`src/design/tmrw_pkg.sv`:
```
// Shared constants, types and decode functions for the timer waveform control block
package tmrw_pkg;

  // Control register A: data-space offset, and the short I/O offset derived from it
  localparam logic [7:0] TMRW_CTRL_A_OFS   = 8'h44;
  localparam logic [7:0] TMRW_IO_SHIFT     = 8'h20;
  localparam logic [7:0] TMRW_CTRL_A_IO    = TMRW_CTRL_A_OFS - TMRW_IO_SHIFT;
  // Second control register, holding the top-select bit
  localparam logic [7:0] TMRW_CTRL_B_OFS   = 8'h45;
  localparam logic [7:0] TMRW_CTRL_B_IO    = TMRW_CTRL_B_OFS - TMRW_IO_SHIFT;

  // Field positions in control register A
  localparam int unsigned TMRW_CHA_HI_POS  = 7;
  localparam int unsigned TMRW_CHA_LO_POS  = 6;
  localparam int unsigned TMRW_CHB_HI_POS  = 5;
  localparam int unsigned TMRW_CHB_LO_POS  = 4;
  localparam int unsigned TMRW_WSEL_MID_POS = 1;
  localparam int unsigned TMRW_WSEL_LOW_POS = 0;
  // Field position in the second control register
  localparam int unsigned TMRW_TOPSEL_POS  = 3;

  // Implemented bits; the rest read as zero
  localparam logic [7:0] TMRW_CTRL_A_MASK  = 8'hF3;
  localparam logic [7:0] TMRW_CTRL_B_MASK  = 8'h08;
  localparam logic [7:0] TMRW_CTRL_A_RST   = 8'h00;
  localparam logic       TMRW_TOPSEL_RST   = 1'b0;

  // Counter limits
  localparam logic [7:0] TMRW_MAX          = 8'hFF;
  localparam logic [7:0] TMRW_BOTTOM       = 8'h00;
  localparam logic [7:0] TMRW_ONE          = 8'h01;

  // Output mode codes of a compare channel
  localparam logic [1:0] TMRW_COM_OFF      = 2'h0;
  localparam logic [1:0] TMRW_COM_TOGGLE   = 2'h1;
  localparam logic [1:0] TMRW_COM_CLEAR    = 2'h2;
  localparam logic [1:0] TMRW_COM_SET      = 2'h3;

  // Waveform select codes
  localparam logic [2:0] TMRW_WS_NORMAL    = 3'h0;
  localparam logic [2:0] TMRW_WS_PC_MAX    = 3'h1;
  localparam logic [2:0] TMRW_WS_CTC       = 3'h2;
  localparam logic [2:0] TMRW_WS_FAST_MAX  = 3'h3;
  localparam logic [2:0] TMRW_WS_PC_A      = 3'h5;
  localparam logic [2:0] TMRW_WS_FAST_A    = 3'h7;

  typedef enum logic [2:0] {
    TMRW_K_NORMAL,
    TMRW_K_CTC,
    TMRW_K_FAST,
    TMRW_K_PHASE,
    TMRW_K_RSVD
  } tmrw_kind_e;

  // Counting family of a waveform select code
  function automatic tmrw_kind_e tmrw_kind(input logic [2:0] sel);
    tmrw_kind_e k;
    case (sel)
      TMRW_WS_NORMAL:                 k = TMRW_K_NORMAL;
      TMRW_WS_CTC:                    k = TMRW_K_CTC;
      TMRW_WS_PC_MAX, TMRW_WS_PC_A:   k = TMRW_K_PHASE;
      TMRW_WS_FAST_MAX, TMRW_WS_FAST_A: k = TMRW_K_FAST;
      default:                        k = TMRW_K_RSVD;
    endcase
    return k;
  endfunction : tmrw_kind

  // High when compare value A is TOP for this select code
  function automatic logic tmrw_top_is_a(input logic [2:0] sel);
    return (sel == TMRW_WS_CTC) || (sel == TMRW_WS_PC_A) || (sel == TMRW_WS_FAST_A);
  endfunction : tmrw_top_is_a

endpackage : tmrw_pkg

```
`src/design/tmrw_oc_chan.sv`:
```
// One compare output channel: turns match, BOTTOM and TOP events into the output level
`timescale 1ns/100ps
`default_nettype none

module tmrw_oc_chan
  import tmrw_pkg::*;
#(
  parameter bit IS_CHAN_A = 1'b1      // Channel A may toggle in PWM families
) (
  input  wire logic       core_clk,   // Timer clock
  input  wire logic       rstn,       // Async reset, active low
  input  wire tmrw_kind_e kind,       // Counting family
  input  wire logic [1:0] com,        // Output mode field of this channel
  input  wire logic       top_sel,    // Top-select mode bit
  input  wire logic       match_ev,   // Compare match on this tick
  input  wire logic       bottom_ev,  // Fast PWM wrap from TOP to BOTTOM on this tick
  input  wire logic       top_ev,     // Phase-correct turn at TOP on this tick
  input  wire logic       up,         // Counting direction, high while counting up
  input  wire logic       ocr_is_top, // Compare value equals TOP
  output logic            out         // Compare output level
);

  typedef struct packed {
    logic out;
  } tmrw_chan_state_s;

  tmrw_chan_state_s s_q;
  tmrw_chan_state_s s_d;

  always_comb begin
    s_d = s_q;
    case (kind)
      TMRW_K_FAST: begin
        if (com == TMRW_COM_TOGGLE) begin
          if (IS_CHAN_A && top_sel && match_ev) begin
            s_d.out = ~s_q.out;
          end
        end else if (com[1]) begin
          // Match at TOP is dropped so only the BOTTOM action remains
          if (match_ev && !ocr_is_top) begin
            s_d.out = com[0];
          end
          if (bottom_ev) begin
            s_d.out = ~com[0];
          end
        end
      end
      TMRW_K_PHASE: begin
        if (com == TMRW_COM_TOGGLE) begin
          if (IS_CHAN_A && top_sel && match_ev) begin
            s_d.out = ~s_q.out;
          end
        end else if (com[1]) begin
          if (ocr_is_top) begin
            // Level at TOP equals a down-counting match result
            if (top_ev) begin
              s_d.out = ~com[0];
            end
          end else if (match_ev) begin
            s_d.out = up ? com[0] : ~com[0];
          end
        end
      end
      default: begin
        if (match_ev) begin
          case (com)
            TMRW_COM_TOGGLE: s_d.out = ~s_q.out;
            TMRW_COM_CLEAR:  s_d.out = 1'b0;
            TMRW_COM_SET:    s_d.out = 1'b1;
            default:         s_d.out = s_q.out;
          endcase
        end
      end
    endcase
  end

  always_ff @(posedge core_clk or negedge rstn) begin
    if (!rstn) begin
      s_q <= '0;
    end else begin
      s_q <= s_d;
    end
  end

  assign out = s_q.out;

endmodule : tmrw_oc_chan

`default_nettype wire

```
`src/design/tmrw_wave_ctrl.sv`:
```
// Timer waveform mode control: control registers, counter sequencing and compare outputs
//
// Overview of operation
// - Fully synchronous; the timer tick is only an enable on the I/O clock.
// - An asynchronous instance clocks this logic from the timer oscillator instead.
// - Control register A at data offset 0x44, or 0x24 by short I/O access.
// - Nonzero output mode hands the pin to the compare output; software sets direction.
// - Non-PWM channel A bits 7:6: off, toggle, clear, set on compare match.
// - Non-PWM channel B bits 5:4: off, toggle, clear, set on compare match.
// - Fast PWM channel A: 10 clear on match, set at BOTTOM; 11 inverse.
// - PWM channel A code 01 toggles on match only with top-select bit set.
// - Fast PWM channel B: 10 clear/set at BOTTOM, 11 inverse; code 01 reserved.
// - Phase-correct channel A: 10 clears on up match, sets on down; 11 reverse.
// - Phase-correct channel B: 10 clears on up match, sets on down; 11 reverse.
// - Fast PWM: value A at TOP with high bit set ignores match, acts at BOTTOM.
// - Phase-correct: value A at TOP with high bit set ignores match, acts at TOP.
// - Value B at TOP with high bit set ignores match, acts at BOTTOM in fast PWM, at TOP in phase-correct.
// - Modes 0,1,3 TOP 0xFF; 2,5,7 TOP is value A; 4 and 6 reserved.
// - Compare update immediate, at TOP or BOTTOM; overflow at MAX, BOTTOM or TOP.
// - Low mode bits in register A bits 1:0; third bit in second register.
// - Fast PWM counts up to TOP, then returns to BOTTOM on the next tick.
// - Phase-correct reverses at TOP and holds TOP for exactly one tick.
`timescale 1ns/100ps
`default_nettype none

module tmrw_wave_ctrl
  import tmrw_pkg::*;
(
  input  wire logic       core_clk,          // I/O clock, or timer oscillator if asynchronous
  input  wire logic       rstn,              // Async reset, active low
  input  wire logic [7:0] io_addr,           // Register address
  input  wire logic       io_short,          // High: address is a short I/O address
  input  wire logic [7:0] io_wdata,          // Write data
  input  wire logic       io_wr,             // Write strobe, one cycle
  input  wire logic       io_rd,             // Read strobe, one cycle
  output logic      [7:0] io_rdata,          // Read data, valid the cycle after io_rd
  input  wire logic       timer_tick_enable, // Prescaled tick, same clock domain
  input  wire logic [7:0] compare_value_a,   // Compare value A as written by software
  input  wire logic [7:0] compare_value_b,   // Compare value B as written by software
  output logic      [7:0] count_value,       // Counter value
  output logic            overflow_flag,     // Overflow event pulse
  output logic            compare_flag_a,    // Compare match A event pulse
  output logic            compare_flag_b,    // Compare match B event pulse
  output logic            compare_out_a,     // Compare output A level
  output logic            compare_out_b,     // Compare output B level
  output logic            override_a,        // Compare output A owns its pin
  output logic            override_b         // Compare output B owns its pin
);

  typedef struct packed {
    logic [7:0] ctrl_a;   // Output modes and low waveform bits
    logic       top_sel;  // Third waveform select bit
    logic [7:0] cnt;      // Counter
    logic       up;       // Direction in phase-correct modes
    logic [7:0] compare_value_a_top;     // Active compare value A
    logic [7:0] ocrb;     // Active compare value B
    logic [7:0] rdata;    // Read data
    logic       ovf;      // Overflow pulse
    logic       cfa;      // Match A pulse
    logic       cfb;      // Match B pulse
    logic       ovr_a;    // Pin override A
    logic       ovr_b;    // Pin override B
  } tmrw_top_state_s;

  tmrw_top_state_s s_q;
  tmrw_top_state_s s_d;

  logic [2:0] wsel;
  tmrw_kind_e kind;
  logic [7:0] top_val;
  logic       hit_a;
  logic       hit_b;
  logic       at_top;
  logic       match_a;
  logic       match_b;
  logic       wrap_ev;
  logic       turn_top_ev;
  logic [1:0] chan_com    [2];
  logic       chan_match  [2];
  logic       chan_is_top [2];
  logic       chan_out    [2];

  // Mode decode from both control registers
  always_comb begin
    wsel    = {s_q.top_sel, s_q.ctrl_a[TMRW_WSEL_MID_POS], s_q.ctrl_a[TMRW_WSEL_LOW_POS]};
    kind    = tmrw_kind(wsel);
    top_val = tmrw_top_is_a(wsel) ? s_q.compare_value_a_top : TMRW_MAX;
    at_top  = (s_q.cnt == top_val);
  end

  // Address decode: each register answers at its data offset or its short I/O offset
  always_comb begin
    if (io_short) begin
      hit_a = (io_addr == TMRW_CTRL_A_IO);
      hit_b = (io_addr == TMRW_CTRL_B_IO);
    end else begin
      hit_a = (io_addr == TMRW_CTRL_A_OFS);
      hit_b = (io_addr == TMRW_CTRL_B_OFS);
    end
  end

  // Tick-qualified events; the tick never clocks anything by itself
  always_comb begin
    match_a     = timer_tick_enable && (s_q.cnt == s_q.compare_value_a_top);
    match_b     = timer_tick_enable && (s_q.cnt == s_q.ocrb);
    wrap_ev     = timer_tick_enable && (kind == TMRW_K_FAST) && at_top;
    turn_top_ev = timer_tick_enable && (kind == TMRW_K_PHASE) && s_q.up && at_top;
  end

  always_comb begin
    s_d     = s_q;
    s_d.ovf = 1'b0;
    s_d.cfa = match_a;
    s_d.cfb = match_b;

    // Register writes
    if (io_wr && hit_a) begin
      s_d.ctrl_a = io_wdata & TMRW_CTRL_A_MASK;
    end
    if (io_wr && hit_b) begin
      s_d.top_sel = io_wdata[TMRW_TOPSEL_POS];
    end

    // Register reads; unmapped addresses read zero
    if (io_rd && hit_a) begin
      s_d.rdata = s_q.ctrl_a;
    end else if (io_rd && hit_b) begin
      s_d.rdata = {4'h0, s_q.top_sel, 3'h0};
    end else if (io_rd) begin
      s_d.rdata = 8'h00;
    end

    // Pin takeover follows the stored output mode fields
    s_d.ovr_a = |s_d.ctrl_a[TMRW_CHA_HI_POS:TMRW_CHA_LO_POS];
    s_d.ovr_b = |s_d.ctrl_a[TMRW_CHB_HI_POS:TMRW_CHB_LO_POS];

    // Counting sequence per family
    case (kind)
      TMRW_K_CTC: begin
        s_d.up = 1'b1;
        if (timer_tick_enable) begin
          s_d.cnt = at_top ? TMRW_BOTTOM : s_q.cnt + TMRW_ONE;
          s_d.ovf = (s_q.cnt == TMRW_MAX);
        end
      end
      TMRW_K_FAST: begin
        s_d.up = 1'b1;
        if (timer_tick_enable) begin
          s_d.cnt = at_top ? TMRW_BOTTOM : s_q.cnt + TMRW_ONE;
          // TOP is MAX in mode 3, value A in mode 7
          s_d.ovf = at_top;
        end
      end
      TMRW_K_PHASE: begin
        if (timer_tick_enable) begin
          if (s_q.up) begin
            if (at_top) begin
              // Counter has shown TOP for this one tick; now turn round
              s_d.up  = 1'b0;
              s_d.cnt = s_q.cnt - TMRW_ONE;
            end else begin
              s_d.cnt = s_q.cnt + TMRW_ONE;
            end
          end else begin
            if (s_q.cnt == TMRW_BOTTOM) begin
              s_d.up  = 1'b1;
              s_d.cnt = s_q.cnt + TMRW_ONE;
              s_d.ovf = 1'b1;
            end else begin
              s_d.cnt = s_q.cnt - TMRW_ONE;
            end
          end
        end
      end
      default: begin
        // Reserved selections fall back on normal counting
        s_d.up = 1'b1;
        if (timer_tick_enable) begin
          s_d.cnt = s_q.cnt + TMRW_ONE;
          s_d.ovf = (s_q.cnt == TMRW_MAX);
        end
      end
    endcase

    // Compare value update point; buffering avoids glitched PWM periods
    case (kind)
      TMRW_K_FAST: begin
        if (wrap_ev) begin
          s_d.compare_value_a_top = compare_value_a;
          s_d.ocrb = compare_value_b;
        end
      end
      TMRW_K_PHASE: begin
        if (turn_top_ev) begin
          s_d.compare_value_a_top = compare_value_a;
          s_d.ocrb = compare_value_b;
        end
      end
      default: begin
        s_d.compare_value_a_top = compare_value_a;
        s_d.ocrb = compare_value_b;
      end
    endcase
  end

  // One clock for the whole block: I/O clock, or the timer oscillator when asynchronous
  always_ff @(posedge core_clk or negedge rstn) begin
    if (!rstn) begin
      s_q        <= '0;
      s_q.ctrl_a <= TMRW_CTRL_A_RST;
      s_q.top_sel <= TMRW_TOPSEL_RST;
      s_q.up     <= 1'b1;
    end else begin
      s_q <= s_d;
    end
  end

  // Per-channel inputs; index 0 is channel A, index 1 is channel B
  always_comb begin
    chan_com[0]    = s_q.ctrl_a[TMRW_CHA_HI_POS:TMRW_CHA_LO_POS];
    chan_com[1]    = s_q.ctrl_a[TMRW_CHB_HI_POS:TMRW_CHB_LO_POS];
    chan_match[0]  = match_a;
    chan_match[1]  = match_b;
    chan_is_top[0] = (s_q.compare_value_a_top == top_val);
    chan_is_top[1] = (s_q.ocrb == top_val);
  end

  genvar gi;
  generate
    for (gi = 0; gi < 2; gi++) begin : g_chan
      tmrw_oc_chan #(
        .IS_CHAN_A (gi == 0)
      ) u_chan (
        .core_clk   (core_clk),
        .rstn       (rstn),
        .kind       (kind),
        .com        (chan_com[gi]),
        .top_sel    (s_q.top_sel),
        .match_ev   (chan_match[gi]),
        .bottom_ev  (wrap_ev),
        .top_ev     (turn_top_ev),
        .up         (s_q.up),
        .ocr_is_top (chan_is_top[gi]),
        .out        (chan_out[gi])
      );
    end
  endgenerate

  assign io_rdata       = s_q.rdata;
  assign count_value    = s_q.cnt;
  assign overflow_flag  = s_q.ovf;
  assign compare_flag_a = s_q.cfa;
  assign compare_flag_b = s_q.cfb;
  assign compare_out_a  = chan_out[0];
  assign compare_out_b  = chan_out[1];
  assign override_a     = s_q.ovr_a;
  assign override_b     = s_q.ovr_b;

endmodule : tmrw_wave_ctrl

`default_nettype wire

```
`config.mk`:
```
export PLATFORM = sky130hd
export DESIGN_NAME = tmrw_wave_ctrl
export DESIGN_NICKNAME = d
export VERILOG_FILES = /design/src/design/tmrw_pkg.sv /design/src/design/tmrw_oc_chan.sv /design/src/design/tmrw_wave_ctrl.sv
export SDC_FILE = /design/constraint.sdc
export NUM_CORES = 1
export LEC_CHECK = 0
export BUFFER_PORTS_ARGS = -buffer_cell sky130_fd_sc_hd__clkbuf_2
export CAP_MARGIN = 20
export CORE_MARGIN = 5
export CORE_UTILIZATION = 50
export CTS_CLUSTER_DIAMETER = 30
export DETAILED_ROUTE_END_ITERATION = 10
export HOLD_SLACK_MARGIN = 0.08
export PLACE_DENSITY = 0.73
export SLEW_MARGIN = 10
export SYNTH_ARGS = -nofsm -noshare
export SYNTH_HDL_FRONTEND = slang
export SYNTH_SLANG_ARGS = --single-unit
```
`constraint.sdc`:
```
create_clock -name core_clk -period 8.2 [get_ports core_clk]
set_input_delay 0.41 -clock core_clk [delete_from_list [all_inputs] [get_ports core_clk]]
set_output_delay 0.41 -clock core_clk [all_outputs]
set_load 0.03 [all_outputs]
```
* Yosys cells after proc, flatten, opt, wreduce, memory -nomap -nowiden
Cells that the tools add are included.
Operators by class: bitwise logic cells 4, reduce and logical (&&, ||, !) cells 33, add/subtract/negate cells 2, eq/ne operators 39, multiplexer cells 53
Operator list (count):
- $mux W8 | 10
- $eq A8 B8 Y1 | 5
- $mux W16 | 2
- $pmux W16 S2 | 1
- $mux W1 | 31
- $mux W9 | 2
- $pmux W9 S2 | 1
- $eq A8 B6 Y1 const B | 2
- $eq A8 B7 Y1 const B | 2
- $logic_and A1 B1 Y1 | 14
- $eq A3 B2 Y1 const B | 4
- $pmux W3 S4 | 1
- $ne A2 B2 Y1 const B | 5
- $reduce_bool A5 Y1 | 2
- $reduce_or A2 Y1 | 5
- $reduce_and A9 Y1 | 1
- $reduce_bool A3 Y1 | 3
- $add A8 B1 Y8 const B | 1
- $eq A2 B2 Y1 const B | 4
- $eq A8 B8 Y1 const B | 1
- $logic_not A8 Y1 | 1
- $ne A4 B1 Y1 const B | 2
- $sub A8 B1 Y8 const B | 1
- $reduce_and A7 Y1 | 1
- 15 further kinds | 29
Word-level totals: register bits after elaboration 47, input bits 38

* Longest topological paths before layout
Gate-level depths: netlist (run 1).
depth after elaboration 12, depth in mapped cells 13, mapped depth without buffers 9

* By module
A second synthesis (run 1) with hierarchy kept.
Unflattened totals: cell total of the unflattened synthesis 346, area total of the unflattened synthesis 3204.3 sq um
By module, submodules not included:
- tmrw_wave_ctrl | cells an instance 308, sequential area each 1102.3 sq um, instances 1, area an instance 2892.8 sq um
- tmrw_oc_chan at g_chan[0].u_chan | cells an instance 20, sequential area each 25.0 sq um, instances 1, area an instance 161.4 sq um
- tmrw_oc_chan at g_chan[1].u_chan | cells an instance 18, sequential area each 25.0 sq um, instances 1, area an instance 150.1 sq um

* Worst setup path after synthesis (run 1)
Ideal clock, no wire load.
kind register to register, start register s_q[39] (netlist bit), end register s_q[13] (netlist bit), data required time 8.075 ns, period minus slack after synthesis 2.859 ns, slack 5.341 ns, arrival time 2.734 ns, cell stages (with the launch flop) 11, cells stage by stage dfrtp_1 buf_4 or3b_4 buf_6 and2_4 buf_6 o32ai_2 o211ai_4 o41ai_4 buf_4 mux2_2
Between the ends: longest elaborated chain between the ends 9, elaborated cells between the ends (all ways) 24
RTL lines:
- start, declared | line tmrw_wave_ctrl.sv:65 | tmrw_top_state_s s_q;
- $eq A3 B3 Y1 (tied with other cells) | line tmrw_pkg.sv:58, tmrw_pkg.sv:70
- $reduce_or A2 Y1 | line tmrw_pkg.sv:58 | case (sel)
- $pmux W3 S4 | line tmrw_pkg.sv:58
- $eq A3 B2 Y1 | line tmrw_wave_ctrl.sv:107, tmrw_wave_ctrl.sv:186
- $logic_and A1 B1 Y1 (3 in a row) | line tmrw_wave_ctrl.sv:107 | turn_top_ev = timer_tick_enable && (kind == TMRW_K_PHASE) && s_q.up && at_top;
- $ne A2 B1 Y1 (no source line)
- $reduce_and A2 Y1 (no source line)
Several ways; a longest one is shown, not always the timed one. A chain may end at the register's enable or synchronous reset.

* Worst setup path after layout (run 1)
start register s_q[39] (netlist bit), end register s_q (netlist bit count_value[4])
Between the ends: longest elaborated chain between the ends 9, elaborated cells between the ends (all ways) 23
RTL lines:
- $eq A3 B2 Y1 or $eq A3 B3 Y1 (tied branches) | line tmrw_pkg.sv:58, tmrw_pkg.sv:70
- $logic_or A1 B1 Y1 (2 in a row) | line tmrw_pkg.sv:70 | return (sel == TMRW_WS_CTC) || (sel == TMRW_WS_PC_A) || (sel == TMRW_WS_FAST_A);
- $mux W8 | line tmrw_wave_ctrl.sv:87 | top_val = tmrw_top_is_a(wsel) ? s_q.compare_value_a_top : TMRW_MAX;
- $eq A8 B8 Y1 | line tmrw_wave_ctrl.sv:88 | at_top = (s_q.cnt == top_val);
- $mux W8 | line tmrw_wave_ctrl.sv:157 | if (at_top) begin
- $mux W9 | line tmrw_wave_ctrl.sv:156 | if (s_q.up) begin
- $mux W9 | line tmrw_wave_ctrl.sv:155 | if (timer_tick_enable) begin
- $pmux W9 S2 * | line tmrw_wave_ctrl.sv:138 | case (kind)
Every way passes the cells marked *; elsewhere a longest branch is shown, timed or not. The select of a mux whose other input is x is not followed.

==> metrics.txt, run 1 <==
# TYPE chip_impl_metric gauge
chip_impl_info{name="status",value="completed"} 1
chip_impl_metric{name="ant_nets",unit=""} 0
chip_impl_metric{name="achievable-frequency",unit="MHz"} 292
chip_impl_metric{name="clkSinkCount",unit=""} 46
chip_impl_metric{name="grt_max_degree",unit=""} 47
chip_impl_metric{name="post_synth_arst_share",unit="%"} 100
chip_impl_metric{name="yosys_warnings",unit=""} 0
chip_impl_metric{name="max_slew_margin",unit="%"} 36.2
chip_impl_metric{name="count_of_state_elements_after_synthesis",unit=""} 46
chip_impl_metric{name="timing.reg2reg.worst_path_depth",unit=""} 9
chip_impl_info{name="clock_tree_from_tritoncts",value="built"} 1
chip_impl_metric{name="final.setup.tns",unit="ns"} 0
chip_impl_metric{name="stdcell_area",unit="sq um"} 3430
chip_impl_info{name="worst_r2r_endpoint",value="count_value[4]"} 1
chip_impl_info{name="timing.setup.critical_path_class",value="flop to flop"} 1
chip_impl_metric{name="wire_per_inst",unit="um"} 15.6
chip_impl_metric{name="worst_path_largest_cell_delay",unit="ns"} 0.77
chip_impl_metric{name="postSynthCellCount",unit=""} 355
chip_impl_metric{name="area_growth",unit="%"} 7.33
chip_impl_info{name="clock_tree.root_cell",value="sky130_fd_sc_hd__clkbuf_8"} 1
chip_impl_metric{name="worst_clock_skew",unit="ns"} 0.0116
chip_impl_metric{name="timing.max_cap.violations",unit=""} 0
chip_impl_metric{name="fp-row-count",unit=""} 29
chip_impl_metric{name="placement.setup.worst_slack",unit="ns"} 4.72
chip_impl_metric{name="grtUsageTotal",unit="%"} 18.1
chip_impl_metric{name="synth_edf_count",unit=""} 0
chip_impl_metric{name="switchingPower",unit="mW"} 0.260
chip_impl_metric{name="worst_setup_hold_path_clk_slew",unit="ns"} 0.09
chip_impl_metric{name="layout_setup_ws",unit="ns"} 4.78
chip_impl_metric{name="detail_route.drc_violations",unit=""} 0
chip_impl_metric{name="num-fill-cells",unit=""} 593
chip_impl_metric{name="number_of_global_route_vias_before_repair",unit=""} 2628
chip_impl_info{name="layout.cells.most_common",value="sky130_fd_sc_hd__clkbuf_2"} 1
chip_impl_metric{name="global_route.overflow_total",unit=""} 0
chip_impl_metric{name="cts_resized",unit=""} 0
chip_impl_metric{name="final_critical_path_time_including_i_o_delays_and_setup",unit="ns"} 3.42
chip_impl_metric{name="syn_area",unit="sq um"} 3190
chip_impl_info{name="synth.area.top_cells",value="sky130_fd_sc_hd__dfrtp_1 35%, sky130_fd_sc_hd__mux2_2 7.8%, sky130_fd_sc_hd__buf_4 4.2%"} 1
chip_impl_metric{name="clockPowerShare",unit="%"} 21.1
chip_impl_metric{name="syn_area_per_cell",unit="sq um"} 8.99
chip_impl_metric{name="cellLeakagePower",unit="nW"} 1.49
chip_impl_metric{name="finalCritPeriodShare",unit="%"} 41.8
chip_impl_metric{name="port_buffers",unit=""} 58
chip_impl_metric{name="cts-buffers-inserted",unit=""} 5
chip_impl_metric{name="route.vias.total",unit=""} 2653
chip_impl_metric{name="initial_core_util",unit="%"} 50.9
chip_impl_info{name="commonest_cells_after_routing_fill_and_taps_aside",value="58 x sky130_fd_sc_hd__clkbuf_2, 45 x sky130_fd_sc_hd__dfrtp_1, 32 x sky130_fd_sc_hd__nand2_1, 22 x sky130_fd_sc_hd__mux2_2, 21 x sky130_fd_sc_hd__nand3_1"} 1
chip_impl_metric{name="finalMaxSlewViolations",unit=""} 0
chip_impl_metric{name="core-area",unit="sq um"} 6280
chip_impl_metric{name="holdWs",unit="ns"} 0.178
chip_impl_metric{name="power.ir.vdd_worst",unit="V"} 0.000102
chip_impl_info{name="synth_ff_type",value="sky130_fd_sc_hd__dfrtp_1"} 1
chip_impl_metric{name="postSynthNetCount",unit=""} 395
chip_impl_metric{name="postCtsSetupBuffers",unit=""} 0
chip_impl_metric{name="chipHeight",unit="um"} 89.9
chip_impl_metric{name="synth_sequential_area_ratio",unit="%"} 36.1
chip_impl_metric{name="internal_power",unit="mW"} 0.394
chip_impl_metric{name="tightest_slew",unit="ns"} 0.949
chip_impl_info{name="timing.critical_path.slowest_stage_cell",value="sky130_fd_sc_hd__dfrtp_1"} 1
chip_impl_metric{name="clock_latency",unit="ns"} 0.31
chip_impl_metric{name="grt_antenna_before_repair",unit=""} 0
chip_impl_metric{name="layout.nets",unit=""} 420
chip_impl_metric{name="netlist.area_leader.share",unit="%"} 35.3
chip_impl_metric{name="die_x",unit="um"} 89.9
chip_impl_metric{name="drtIter0Drc",unit=""} 239
chip_impl_metric{name="reg2reg_setup_slack",unit="ns"} 4.78
chip_impl_metric{name="reg_area",unit="sq um"} 1150
chip_impl_metric{name="placement.cell_area",unit="sq um"} 3330
chip_impl_metric{name="routed_wl",unit="um"} 7140
chip_impl_info{name="crit_chain",value="nand2_1 > a21oi_1 > o22a_1 > o21ai_1 > or4_1 > o21ai_0 > o21ai_0 > a21oi_1 > o31ai_1"} 1
chip_impl_info{name="critical_r2r_launch",value="s_q[39]"} 1
chip_impl_metric{name="switching_share",unit="%"} 39.8
chip_impl_metric{name="drt-vias-per-instance",unit=""} 5.79
chip_impl_metric{name="clock_tree.buffer_depth",unit=""} 2
chip_impl_metric{name="htree_num_levels",unit=""} 2
chip_impl_metric{name="place_hpwl",unit="um"} 5330
chip_impl_info{name="grt_setup_unrepaired",value="false"} 1
chip_impl_metric{name="powerDensity",unit="nW/um^2"} 191
chip_impl_metric{name="setup_viol_count_final",unit=""} 0
chip_impl_metric{name="hold_viol",unit=""} 0
chip_impl_metric{name="firstDrtPassIters",unit=""} 4
chip_impl_metric{name="grt_first_pass_wirelength",unit="um"} 12500
chip_impl_metric{name="antenna_cells",unit=""} 0
chip_impl_metric{name="comb_power_share",unit="%"} 32.4
chip_impl_info{name="cp-start-kind",value="flop"} 1
chip_impl_info{name="endpoint_kind",value="flop"} 1
chip_impl_metric{name="design.die.area",unit="sq um"} 8080
chip_impl_metric{name="critical_path_required",unit="ns"} 8.39
chip_impl_metric{name="post_synth_num_cell_types",unit=""} 60
chip_impl_metric{name="critical_path.max_fanout",unit=""} 19
chip_impl_info{name="synth_top_area_cell",value="sky130_fd_sc_hd__dfrtp_1"} 1
chip_impl_metric{name="fraction_of_final_layout_cells_with_drive_strength_greater_than_1",unit="%"} 28.1
chip_impl_metric{name="cts_hold_buf",unit=""} 0
chip_impl_metric{name="i_o_pin_cnt",unit=""} 61
chip_impl_info{name="hp-class",value="primary input to async pin"} 1
chip_impl_metric{name="pwr-share-seq",unit="%"} 46.5
chip_impl_metric{name="multiInputGateArea",unit="sq um"} 1710
chip_impl_metric{name="finalWeightedCongestion",unit=""} 0.889
chip_impl_metric{name="cp_data_arrival_time",unit="ns"} 3.61
-- sequential cells by signal (all words and copies together) (netlist names), 2 cells and up --
name and flops:
count_value 8, io_rdata 7, s_q 20, chan_com 4, g_chan.u_chan.out 2
-- critical path, delay by kind of cell (launching register included) --
family	cells	cell delay, ns
AO/OA/AOI/OAI	7	1.52
flip-flops	1	0.77
AND/OR/NAND/NOR	2	1.02
-- worst max path at each step --
stage / start / end / slack, ns / cells after the start
after floorplan: s_q[39] / s_q[13] / 5.34 / 10
after global placement: s_q[39] / g_chan[1].u_chan.out / 4.77 / 9
after detailed placement: s_q[39] / g_chan[1].u_chan.out / 4.72 / 9
after CTS: s_q[39] / g_chan[1].u_chan.out / 4.69 / 9
after global routing: s_q[39] / count_value[4] / 4.45 / 9
final: s_q[39] / count_value[4] / 4.78 / 9
-- power groups by stage --
stage	Clock [mW]	Combinational [mW]	Sequential (mW)
2_1_floorplan	0	0.209	0.272
3_3_place_gp	0	0.208	0.307
3_5_place_dp	0	0.211	0.308
4_1_cts	0.144	0.212	0.303
5_1_grt	0.153	0.234	0.310
6_report	0.138	0.212	0.304
-- layer usage --
| metal | routed length (um) | global-route usage [%] |
|---|---|---|
| met1 | 3050 | 23.7 |
| met2 | 3360 | 28.4 |
| met3 | 513 | 4.76 |
| met4 | 220 | 7.32 |
| met5 | 0 | 0 |
-- synthesized netlist by cell type (all sizes together), types with 4 or more instances --
library cell,count
dfrtp,45
nor2,16
buf,25
a211oi,5
nand4,7
or4,5
mux2,22
o21ai,23
and3,4
mux2i,6
xnor2,13
xor2,6
nor3,12
or2,4
o31ai,4
nand2,32
o211ai,7
nor4,5
nand3,21
a21oi,16
clkbuf,17
inv,20
-- cell families after synthesis --
logic type	count (synthesis)	share of synthesized area (%)
compound gates	78	17.8
xor+xnor	19	5.21
fa+ha+maj	2	0.784
buf+inv	62	10.4
flops	46	36.1
mux	28	9.64
other cells	1	0.117
simple gates	119	20.0
-- per-stage QoR --
step,utilization (%),total power [mW],cells
2_1_floorplan,-,0.481,355
3_3_place_gp,53.0,0.515,449
3_5_place_dp,53.0,0.520,449
4_1_cts,54.4,0.659,457
5_1_grt,54.6,0.697,458
6_report,54.6,0.653,458
-- cell type report --
class,count,area share [%]
multi-input combinational,247,49.8
tap,77,2.81
timing repair buffer,60,9.02
inverter,20,2.19
sequential,46,33.6
clock inverter,2,0.402
clock buffer,6,2.12
Note: power is estimated with default switching activity, not from simulation.
==> run 2, diff against run 1 <==
--- a/config.mk
+++ b/config.mk
@@ -12,7 +12,7 @@
 export CTS_CLUSTER_DIAMETER = 30
 export DETAILED_ROUTE_END_ITERATION = 10
 export HOLD_SLACK_MARGIN = 0.08
-export PLACE_DENSITY = 0.73
+export PLACE_DENSITY = 0.76
 export SLEW_MARGIN = 10
 export SYNTH_ARGS = -nofsm -noshare
 export SYNTH_HDL_FRONTEND = slang
==> constraint.sdc (replaced) <==
create_clock -name core_clk -period 2.8 [get_ports core_clk]
set_input_delay 0.14 -clock core_clk [delete_from_list [all_inputs] [get_ports core_clk]]
set_output_delay 0.14 -clock core_clk [all_outputs]
set_load 0.03 [all_outputs]
==> run 2 against run 1 <==
  * Flip-flop and latch count unchanged
  * Via count increased by 11%
  * First-iteration DRC count decreased by 31%
  * Critical path type unchanged
  * Largest power group is now combinational cells
==> metrics.txt, run 2 (synthesis results as in run 1) <==
# TYPE chip_impl_metric gauge
chip_impl_metric{name="route.vias.total",unit=""} 2932
chip_impl_metric{name="finalWeightedCongestion",unit=""} 0.931
chip_impl_metric{name="drtIter0Drc",unit=""} 165
chip_impl_metric{name="initial_core_util",unit="%"} 50.9
chip_impl_metric{name="firstDrtPassIters",unit=""} 5
chip_impl_metric{name="place_hpwl",unit="um"} 6010
chip_impl_metric{name="dp_cells",unit=""} 470
chip_impl_metric{name="finalMaxSlewViolations",unit=""} 0
chip_impl_info{name="endpoint_kind",value="flop"} 1
chip_impl_metric{name="ant_nets",unit=""} 0
chip_impl_metric{name="setup_viol_count_final",unit=""} 0
chip_impl_metric{name="chipHeight",unit="um"} 89.9
chip_impl_metric{name="power.ir.vdd_worst",unit="V"} 0.000388
chip_impl_metric{name="grt_max_degree",unit=""} 29
chip_impl_metric{name="holdWs",unit="ns"} 0.0832
chip_impl_metric{name="i_o_pin_cnt",unit=""} 61
chip_impl_metric{name="critical_path.max_fanout",unit=""} 8
chip_impl_metric{name="hold_viol",unit=""} 0
chip_impl_metric{name="fp-row-count",unit=""} 29
chip_impl_metric{name="detail_route.drc_violations",unit=""} 0
chip_impl_metric{name="cellLeakagePower",unit="nW"} 1.69
chip_impl_info{name="clock_tree_from_tritoncts",value="built"} 1
chip_impl_info{name="status",value="completed"} 1
chip_impl_info{name="commonest_cells_after_routing_fill_and_taps_aside",value="58 x sky130_fd_sc_hd__clkbuf_2, 45 x sky130_fd_sc_hd__dfrtp_1, 31 x sky130_fd_sc_hd__nand2_1, 23 x sky130_fd_sc_hd__buf_4, 22 x sky130_fd_sc_hd__mux2_2"} 1
chip_impl_metric{name="end_of_flow_core_utilization",unit="%"} 61.3
chip_impl_metric{name="largest_reg_flops",unit=""} 20
chip_impl_metric{name="worst_clock_skew",unit="ns"} 0.0126
chip_impl_info{name="hp-class",value="primary input to flop"} 1
chip_impl_metric{name="tightest_slew",unit="ns"} 0.515
chip_impl_metric{name="area_growth",unit="%"} 20.5
chip_impl_metric{name="powerDensity",unit="nW/um^2"} 567
chip_impl_metric{name="routed_wl",unit="um"} 8330
chip_impl_metric{name="layoutNonFillerInstCount",unit=""} 497
chip_impl_metric{name="antenna_cells",unit=""} 0
chip_impl_info{name="layout.cells.most_common",value="sky130_fd_sc_hd__clkbuf_2"} 1
chip_impl_metric{name="grtUsageTotal",unit="%"} 20.2
chip_impl_metric{name="die_x",unit="um"} 89.9
chip_impl_metric{name="timing.max_cap.violations",unit=""} 0
chip_impl_metric{name="cts-buffers-inserted",unit=""} 5
chip_impl_metric{name="grt_antenna_before_repair",unit=""} 0
chip_impl_metric{name="placement.cell_area",unit="sq um"} 3500
chip_impl_metric{name="fraction_of_final_layout_cells_with_drive_strength_greater_than_1",unit="%"} 32.1
chip_impl_metric{name="cp_data_arrival_time",unit="ns"} 2.90
chip_impl_metric{name="design.die.area",unit="sq um"} 8080
chip_impl_metric{name="finalCritPeriodShare",unit="%"} 96.7
chip_impl_metric{name="port_buffers",unit=""} 58
chip_impl_metric{name="grt_first_pass_wirelength",unit="um"} 13900
chip_impl_metric{name="achievable-frequency",unit="MHz"} 369
chip_impl_info{name="timing.setup.critical_path_class",value="flop to flop"} 1
chip_impl_metric{name="layout.nets",unit=""} 459
chip_impl_metric{name="clkSinkCount",unit=""} 46
chip_impl_metric{name="wire_per_inst",unit="um"} 16.8
chip_impl_metric{name="worst_setup_hold_path_clk_slew",unit="ns"} 0.10
chip_impl_metric{name="clock_latency",unit="ns"} 0.30
chip_impl_metric{name="clock_tree.buffer_depth",unit=""} 2
chip_impl_metric{name="drt-vias-per-instance",unit=""} 5.90
chip_impl_metric{name="number_of_global_route_vias_before_repair",unit=""} 2943
chip_impl_metric{name="core-area",unit="sq um"} 6280
chip_impl_metric{name="max_slew_margin",unit="%"} 65.7
chip_impl_info{name="max_flop_register",value="s_q"} 1
chip_impl_metric{name="stdcell_area",unit="sq um"} 3850
chip_impl_metric{name="critical_path_required",unit="ns"} 2.99
chip_impl_metric{name="final_critical_path_time_including_i_o_delays_and_setup",unit="ns"} 2.71
chip_impl_metric{name="htree_num_levels",unit=""} 2
chip_impl_info{name="clock_tree.root_cell",value="sky130_fd_sc_hd__clkbuf_8"} 1
chip_impl_info{name="cp-start-kind",value="flop"} 1
chip_impl_metric{name="global_route.overflow_total",unit=""} 0
-- run 2: through the flow --
stage          total power [mW]  TNS [ns]  worst slack, ns
6_report                   2.18         0           0.0920
5_1_grt                    2.30  -0.00137         -0.00137
4_1_cts                    2.17         0           0.0479
3_5_place_dp               1.64         0           0.0524
3_3_place_gp               1.62         0           0.0981
2_1_floorplan              1.43   -0.0316          -0.0316
-- run 2: metal layers --
layer / vias up / routed length [um] / share of wire (%) / GRT usage (%)
met3: 24 / 536 / 6.4 / 5.26
met5: - / 0 / 0 / 0
met4: 0 / 174 / 2.1 / 6.58
li1: 1375 / - / - / -
met1: 1417 / 3390 / 41 / 24.6
met2: 116 / 4230 / 51 / 34.8
-- run 2: critical path: stages, from the launching register on --
cell	delay [ns]
sky130_fd_sc_hd__dfrtp_1	0.41
sky130_fd_sc_hd__or3b_4	0.48
sky130_fd_sc_hd__and2_4	0.21
sky130_fd_sc_hd__nor3_4	0.16
sky130_fd_sc_hd__o211ai_4	0.15
sky130_fd_sc_hd__or4_4	0.60
sky130_fd_sc_hd__nor3_1	0.24
sky130_fd_sc_hd__a31oi_1	0.07
sky130_fd_sc_hd__a22oi_1	0.18
sky130_fd_sc_hd__o21ai_1	0.07
-- run 2: layout make-up --
cell class                      count  area [sq um]
Sequential cell                    46          1150
Timing Repair Buffer               99           653
Clock inverter                      2          37.5
Clock buffer                        6          72.6
Tap cell                           77          96.3
Multi-Input combinational cell    247          1760
Fill cell                         535          2430
Inverter                           20          75.1
-- run 2: power breakdown --
group / leakage, nW / switching (mW) / internal, mW
Combinational: 1.06 / 0.509 / 0.354
Sequential: 0.577 / 0.0858 / 0.722
Clock: 0.0514 / 0.242 / 0.267
Total: 1.69 / 0.837 / 1.34
-- run 2: worst paths after layout --
check,depth (start not counted),start,end,slack [ns]
hold / removal,2,io_wdata[0],s_q[39],0.08
min in group asynchronous,2,rstn,count_value[0],0.33
max in group asynchronous,3,rstn,chan_com[0],1.71
hold reg to reg,2,io_rdata[4],io_rdata[4],0.52
setup / recovery,9,s_q[39],g_chan[0].u_chan.out,0.09
setup reg to reg,9,s_q[39],g_chan[0].u_chan.out,0.09
-- run 2: repair_timing --
item / in CTS / in global routing
endpoints found under the hold margin: 33 / 0
gates resized for setup: 0 / 7
setup buffers: 0 / 2
endpoints found under the setup margin: 0 / 7
hold buffers: 17 / 0
==> run 3, diff against run 2 <==
--- a/config.mk
+++ b/config.mk
@@ -7,7 +7,6 @@
 export LEC_CHECK = 0
 export BUFFER_PORTS_ARGS = -buffer_cell sky130_fd_sc_hd__clkbuf_2
 export CAP_MARGIN = 20
-export CORE_MARGIN = 5
 export CORE_UTILIZATION = 50
 export CTS_CLUSTER_DIAMETER = 30
 export DETAILED_ROUTE_END_ITERATION = 10
==> constraint.sdc (replaced) <==
create_clock -name core_clk -period 2.8 [get_ports core_clk]
set_input_delay 0.28 -clock core_clk [delete_from_list [all_inputs] [get_ports core_clk]]
set_output_delay 0.28 -clock core_clk [all_outputs]
set_load 0.03 [all_outputs]
==> run 3 against run 2 <==
  * Sequential share of layout area increased by 1.4 points
  * Wire length decreased by 9.9%
  * Die area fell by 17%
  * Core utilization down 0.25 points
  * Clock-buffer cell count up 1
  * Setup slack improved by 0.013 ns
  * Non-clock buffer count fell by 13
  * Via count fell by 4.1%
  * Maximum frequency up 0.47%
  * Largest power group unchanged
  * Highest routed layer unchanged
==> metrics.txt, run 3 (synthesis results as in run 1) <==
# TYPE chip_impl_metric gauge
chip_impl_metric{name="clock_tree.buffer_depth",unit=""} 2
chip_impl_metric{name="stdcell_area",unit="sq um"} 3680
chip_impl_metric{name="routed-wl-met3",unit="um"} 340
chip_impl_info{name="timing.critical_path.slowest_stage_cell",value="sky130_fd_sc_hd__or4_1"} 1
chip_impl_metric{name="area_growth",unit="%"} 15.2
chip_impl_info{name="hold-path-endpoint",value="s_q[21]"} 1
chip_impl_metric{name="initial_core_util",unit="%"} 53.0
chip_impl_metric{name="layoutNonFillerInstCount",unit=""} 482
chip_impl_metric{name="cellLeakagePower",unit="nW"} 1.63
chip_impl_metric{name="grt_antenna_before_repair",unit=""} 0
chip_impl_metric{name="port_buffers",unit=""} 58
chip_impl_metric{name="critical_path_required",unit="ns"} 2.98
chip_impl_info{name="hold_path.startpoint",value="compare_value_a[0]"} 1
chip_impl_metric{name="placement.cell_area",unit="sq um"} 3550
chip_impl_metric{name="ant_nets",unit=""} 0
chip_impl_metric{name="drt-vias-per-instance",unit=""} 5.83
chip_impl_metric{name="grt_first_pass_wirelength",unit="um"} 12100
chip_impl_metric{name="power.ir.vdd_worst",unit="V"} 0.000347
chip_impl_metric{name="finalWeightedCongestion",unit=""} 0.882
chip_impl_metric{name="largest_reg_flops",unit=""} 20
chip_impl_metric{name="reg_area",unit="sq um"} 1150
chip_impl_metric{name="drtIter0Drc",unit=""} 179
chip_impl_metric{name="postCtsSetupBuffers",unit=""} 0
chip_impl_metric{name="post-layout-total-power",unit="mW"} 2.16
chip_impl_metric{name="met2RoutedLength",unit="um"} 3770
chip_impl_metric{name="powerDensity",unit="nW/um^2"} 586
chip_impl_metric{name="timing.reg2reg.worst_path_depth",unit=""} 9
chip_impl_metric{name="htree_num_levels",unit=""} 2
chip_impl_info{name="clock_tree_from_tritoncts",value="built"} 1
chip_impl_metric{name="finalMaxSlewViolations",unit=""} 0
chip_impl_metric{name="detail_route.drc_violations",unit=""} 0
chip_impl_metric{name="cts-buffers-inserted",unit=""} 5
chip_impl_metric{name="critical_path.max_fanout",unit=""} 12
chip_impl_metric{name="grtUsageTotal",unit="%"} 23.5
chip_impl_metric{name="worst_path_largest_cell_delay",unit="ns"} 0.54
chip_impl_metric{name="place_hpwl",unit="um"} 5790
chip_impl_metric{name="die_x",unit="um"} 81.9
chip_impl_info{name="status",value="completed"} 1
chip_impl_metric{name="worst_hold_depth",unit=""} 3
chip_impl_info{name="hp-class",value="primary input to flop"} 1
chip_impl_metric{name="clkSinkCount",unit=""} 46
chip_impl_info{name="layout.cells.most_common",value="sky130_fd_sc_hd__clkbuf_2"} 1
chip_impl_metric{name="tightest_slew",unit="ns"} 0.554
chip_impl_info{name="endpoint_kind",value="flop"} 1
chip_impl_metric{name="worst_clock_skew",unit="ns"} 0.00537
chip_impl_metric{name="i_o_pin_cnt",unit=""} 61
chip_impl_metric{name="setup_viol_count_final",unit=""} 0
chip_impl_metric{name="grt_max_degree",unit=""} 27
chip_impl_metric{name="cp_data_arrival_time",unit="ns"} 2.88
chip_impl_metric{name="chipHeight",unit="um"} 81.9
chip_impl_metric{name="clock_latency",unit="ns"} 0.29
chip_impl_info{name="highest-signal-layer",value="met4"} 1
chip_impl_metric{name="routed_wl",unit="um"} 7510
chip_impl_metric{name="core-area",unit="sq um"} 6030
chip_impl_info{name="critical_r2r_launch",value="s_q[39]"} 1
chip_impl_metric{name="layout_setup_ws",unit="ns"} 0.105
chip_impl_info{name="crit_chain",value="or3b_4 > a21oi_2 > o22a_1 > o21ai_1 > or4_1 > or2_4 > nand2_1 > nor3b_1 > o31a_1"} 1
chip_impl_metric{name="final_critical_path_time_including_i_o_delays_and_setup",unit="ns"} 2.70
chip_impl_metric{name="multiInputGateArea",unit="sq um"} 1730
chip_impl_info{name="commonest_cells_after_routing_fill_and_taps_aside",value="58 x sky130_fd_sc_hd__clkbuf_2, 45 x sky130_fd_sc_hd__dfrtp_1, 31 x sky130_fd_sc_hd__nand2_1, 26 x sky130_fd_sc_hd__buf_4, 22 x sky130_fd_sc_hd__mux2_2"} 1
chip_impl_info{name="clock_tree.root_cell",value="sky130_fd_sc_hd__clkbuf_8"} 1
chip_impl_metric{name="wire_per_inst",unit="um"} 15.6
chip_impl_metric{name="max_slew_margin",unit="%"} 63.0
chip_impl_metric{name="antenna_cells",unit=""} 0
chip_impl_metric{name="timing.max_cap.violations",unit=""} 0
chip_impl_info{name="max_flop_register",value="s_q"} 1
chip_impl_metric{name="met1Wirelength",unit="um"} 3300
chip_impl_metric{name="worst_setup_hold_path_clk_slew",unit="ns"} 0.09
chip_impl_metric{name="design.die.area",unit="sq um"} 6710
chip_impl_info{name="cp-start-kind",value="flop"} 1
chip_impl_info{name="grt_setup_unrepaired",value="true"} 1
chip_impl_metric{name="end_of_flow_core_utilization",unit="%"} 61.0
chip_impl_metric{name="placement.setup.worst_slack",unit="ns"} 0.0587
chip_impl_metric{name="firstDrtPassIters",unit=""} 4
chip_impl_info{name="timing.setup.critical_path_class",value="flop to flop"} 1
chip_impl_metric{name="dp_cells",unit=""} 473
chip_impl_metric{name="global_route.overflow_total",unit=""} 0
chip_impl_metric{name="layout.nets",unit=""} 446
chip_impl_metric{name="finalCritPeriodShare",unit="%"} 96.3
chip_impl_metric{name="holdWs",unit="ns"} 0.192
chip_impl_metric{name="number_of_global_route_vias_before_repair",unit=""} 2642
chip_impl_info{name="worst_r2r_endpoint",value="count_value[7]"} 1
chip_impl_metric{name="route.vias.total",unit=""} 2811
chip_impl_metric{name="hold_viol",unit=""} 0
chip_impl_metric{name="final.setup.tns",unit="ns"} 0
chip_impl_metric{name="fp-row-count",unit=""} 28
chip_impl_metric{name="achievable-frequency",unit="MHz"} 371
chip_impl_metric{name="reg2reg_setup_slack",unit="ns"} 0.10
chip_impl_metric{name="fraction_of_final_layout_cells_with_drive_strength_greater_than_1",unit="%"} 33.2
chip_impl_metric{name="num-fill-cells",unit=""} 534
-- run 3: cell count changes in the layout (fill, tap and decap cells not counted), sizes merged --
cell / before / now
buf: 24 / 27
clkinvlp: 1 / 0
clkbuf: 64 / 65
dlygate4sd3: 17 / 1
-- run 3: layout make-up --
class                   count  share of cell area, %
multi-input cells         247                   47.2
flip-flops and latches     46                   31.3
repair buffers             86                   14.0
clock inverters             1                  0.817
clock buffers               7                   2.08
inverters                  20                   2.04
well taps                  75                   2.55
-- run 3: worst max path at each step --
stage,start,end,depth (start not counted)
final,s_q[39],count_value[7],9
after global routing,s_q[39],count_value[7],9
after CTS,s_q[39],count_value[7],9
after detailed placement,s_q[38],count_value[7],9
after global placement,s_q[39],count_value[1],9
after floorplan,s_q[39],g_chan[1].u_chan.out,13
-- run 3: power by group --
group          total [mW]  internal, mW  switching (mW)
Clock               0.487         0.267           0.220
Combinational       0.871         0.366           0.505
Sequential          0.798         0.723          0.0749
Total                2.16          1.36           0.799
-- run 3: repair_timing --
action | in CTS | in global routing
endpoints found under the hold margin | 19 | 0
gates resized for setup | 0 | 4
hold buffers | 1 | 0
setup endpoints to repair | 0 | 8
-- run 3: critical path: cells and delay by family (launching register included) --
family | cells | cell delay, ns
AO/OA/AOI/OAI | 4 | 0.68
AND/OR/NAND/NOR | 5 | 1.48
flip-flops | 1 | 0.41
-- run 3: layer usage --
metal | global-route usage (%) | up-vias
li1 | - | 1358
met1 | 29.8 | 1340
met2 | 40.6 | 97
met3 | 3.56 | 16
met4 | 7.54 | 0
met5 | 0 | -
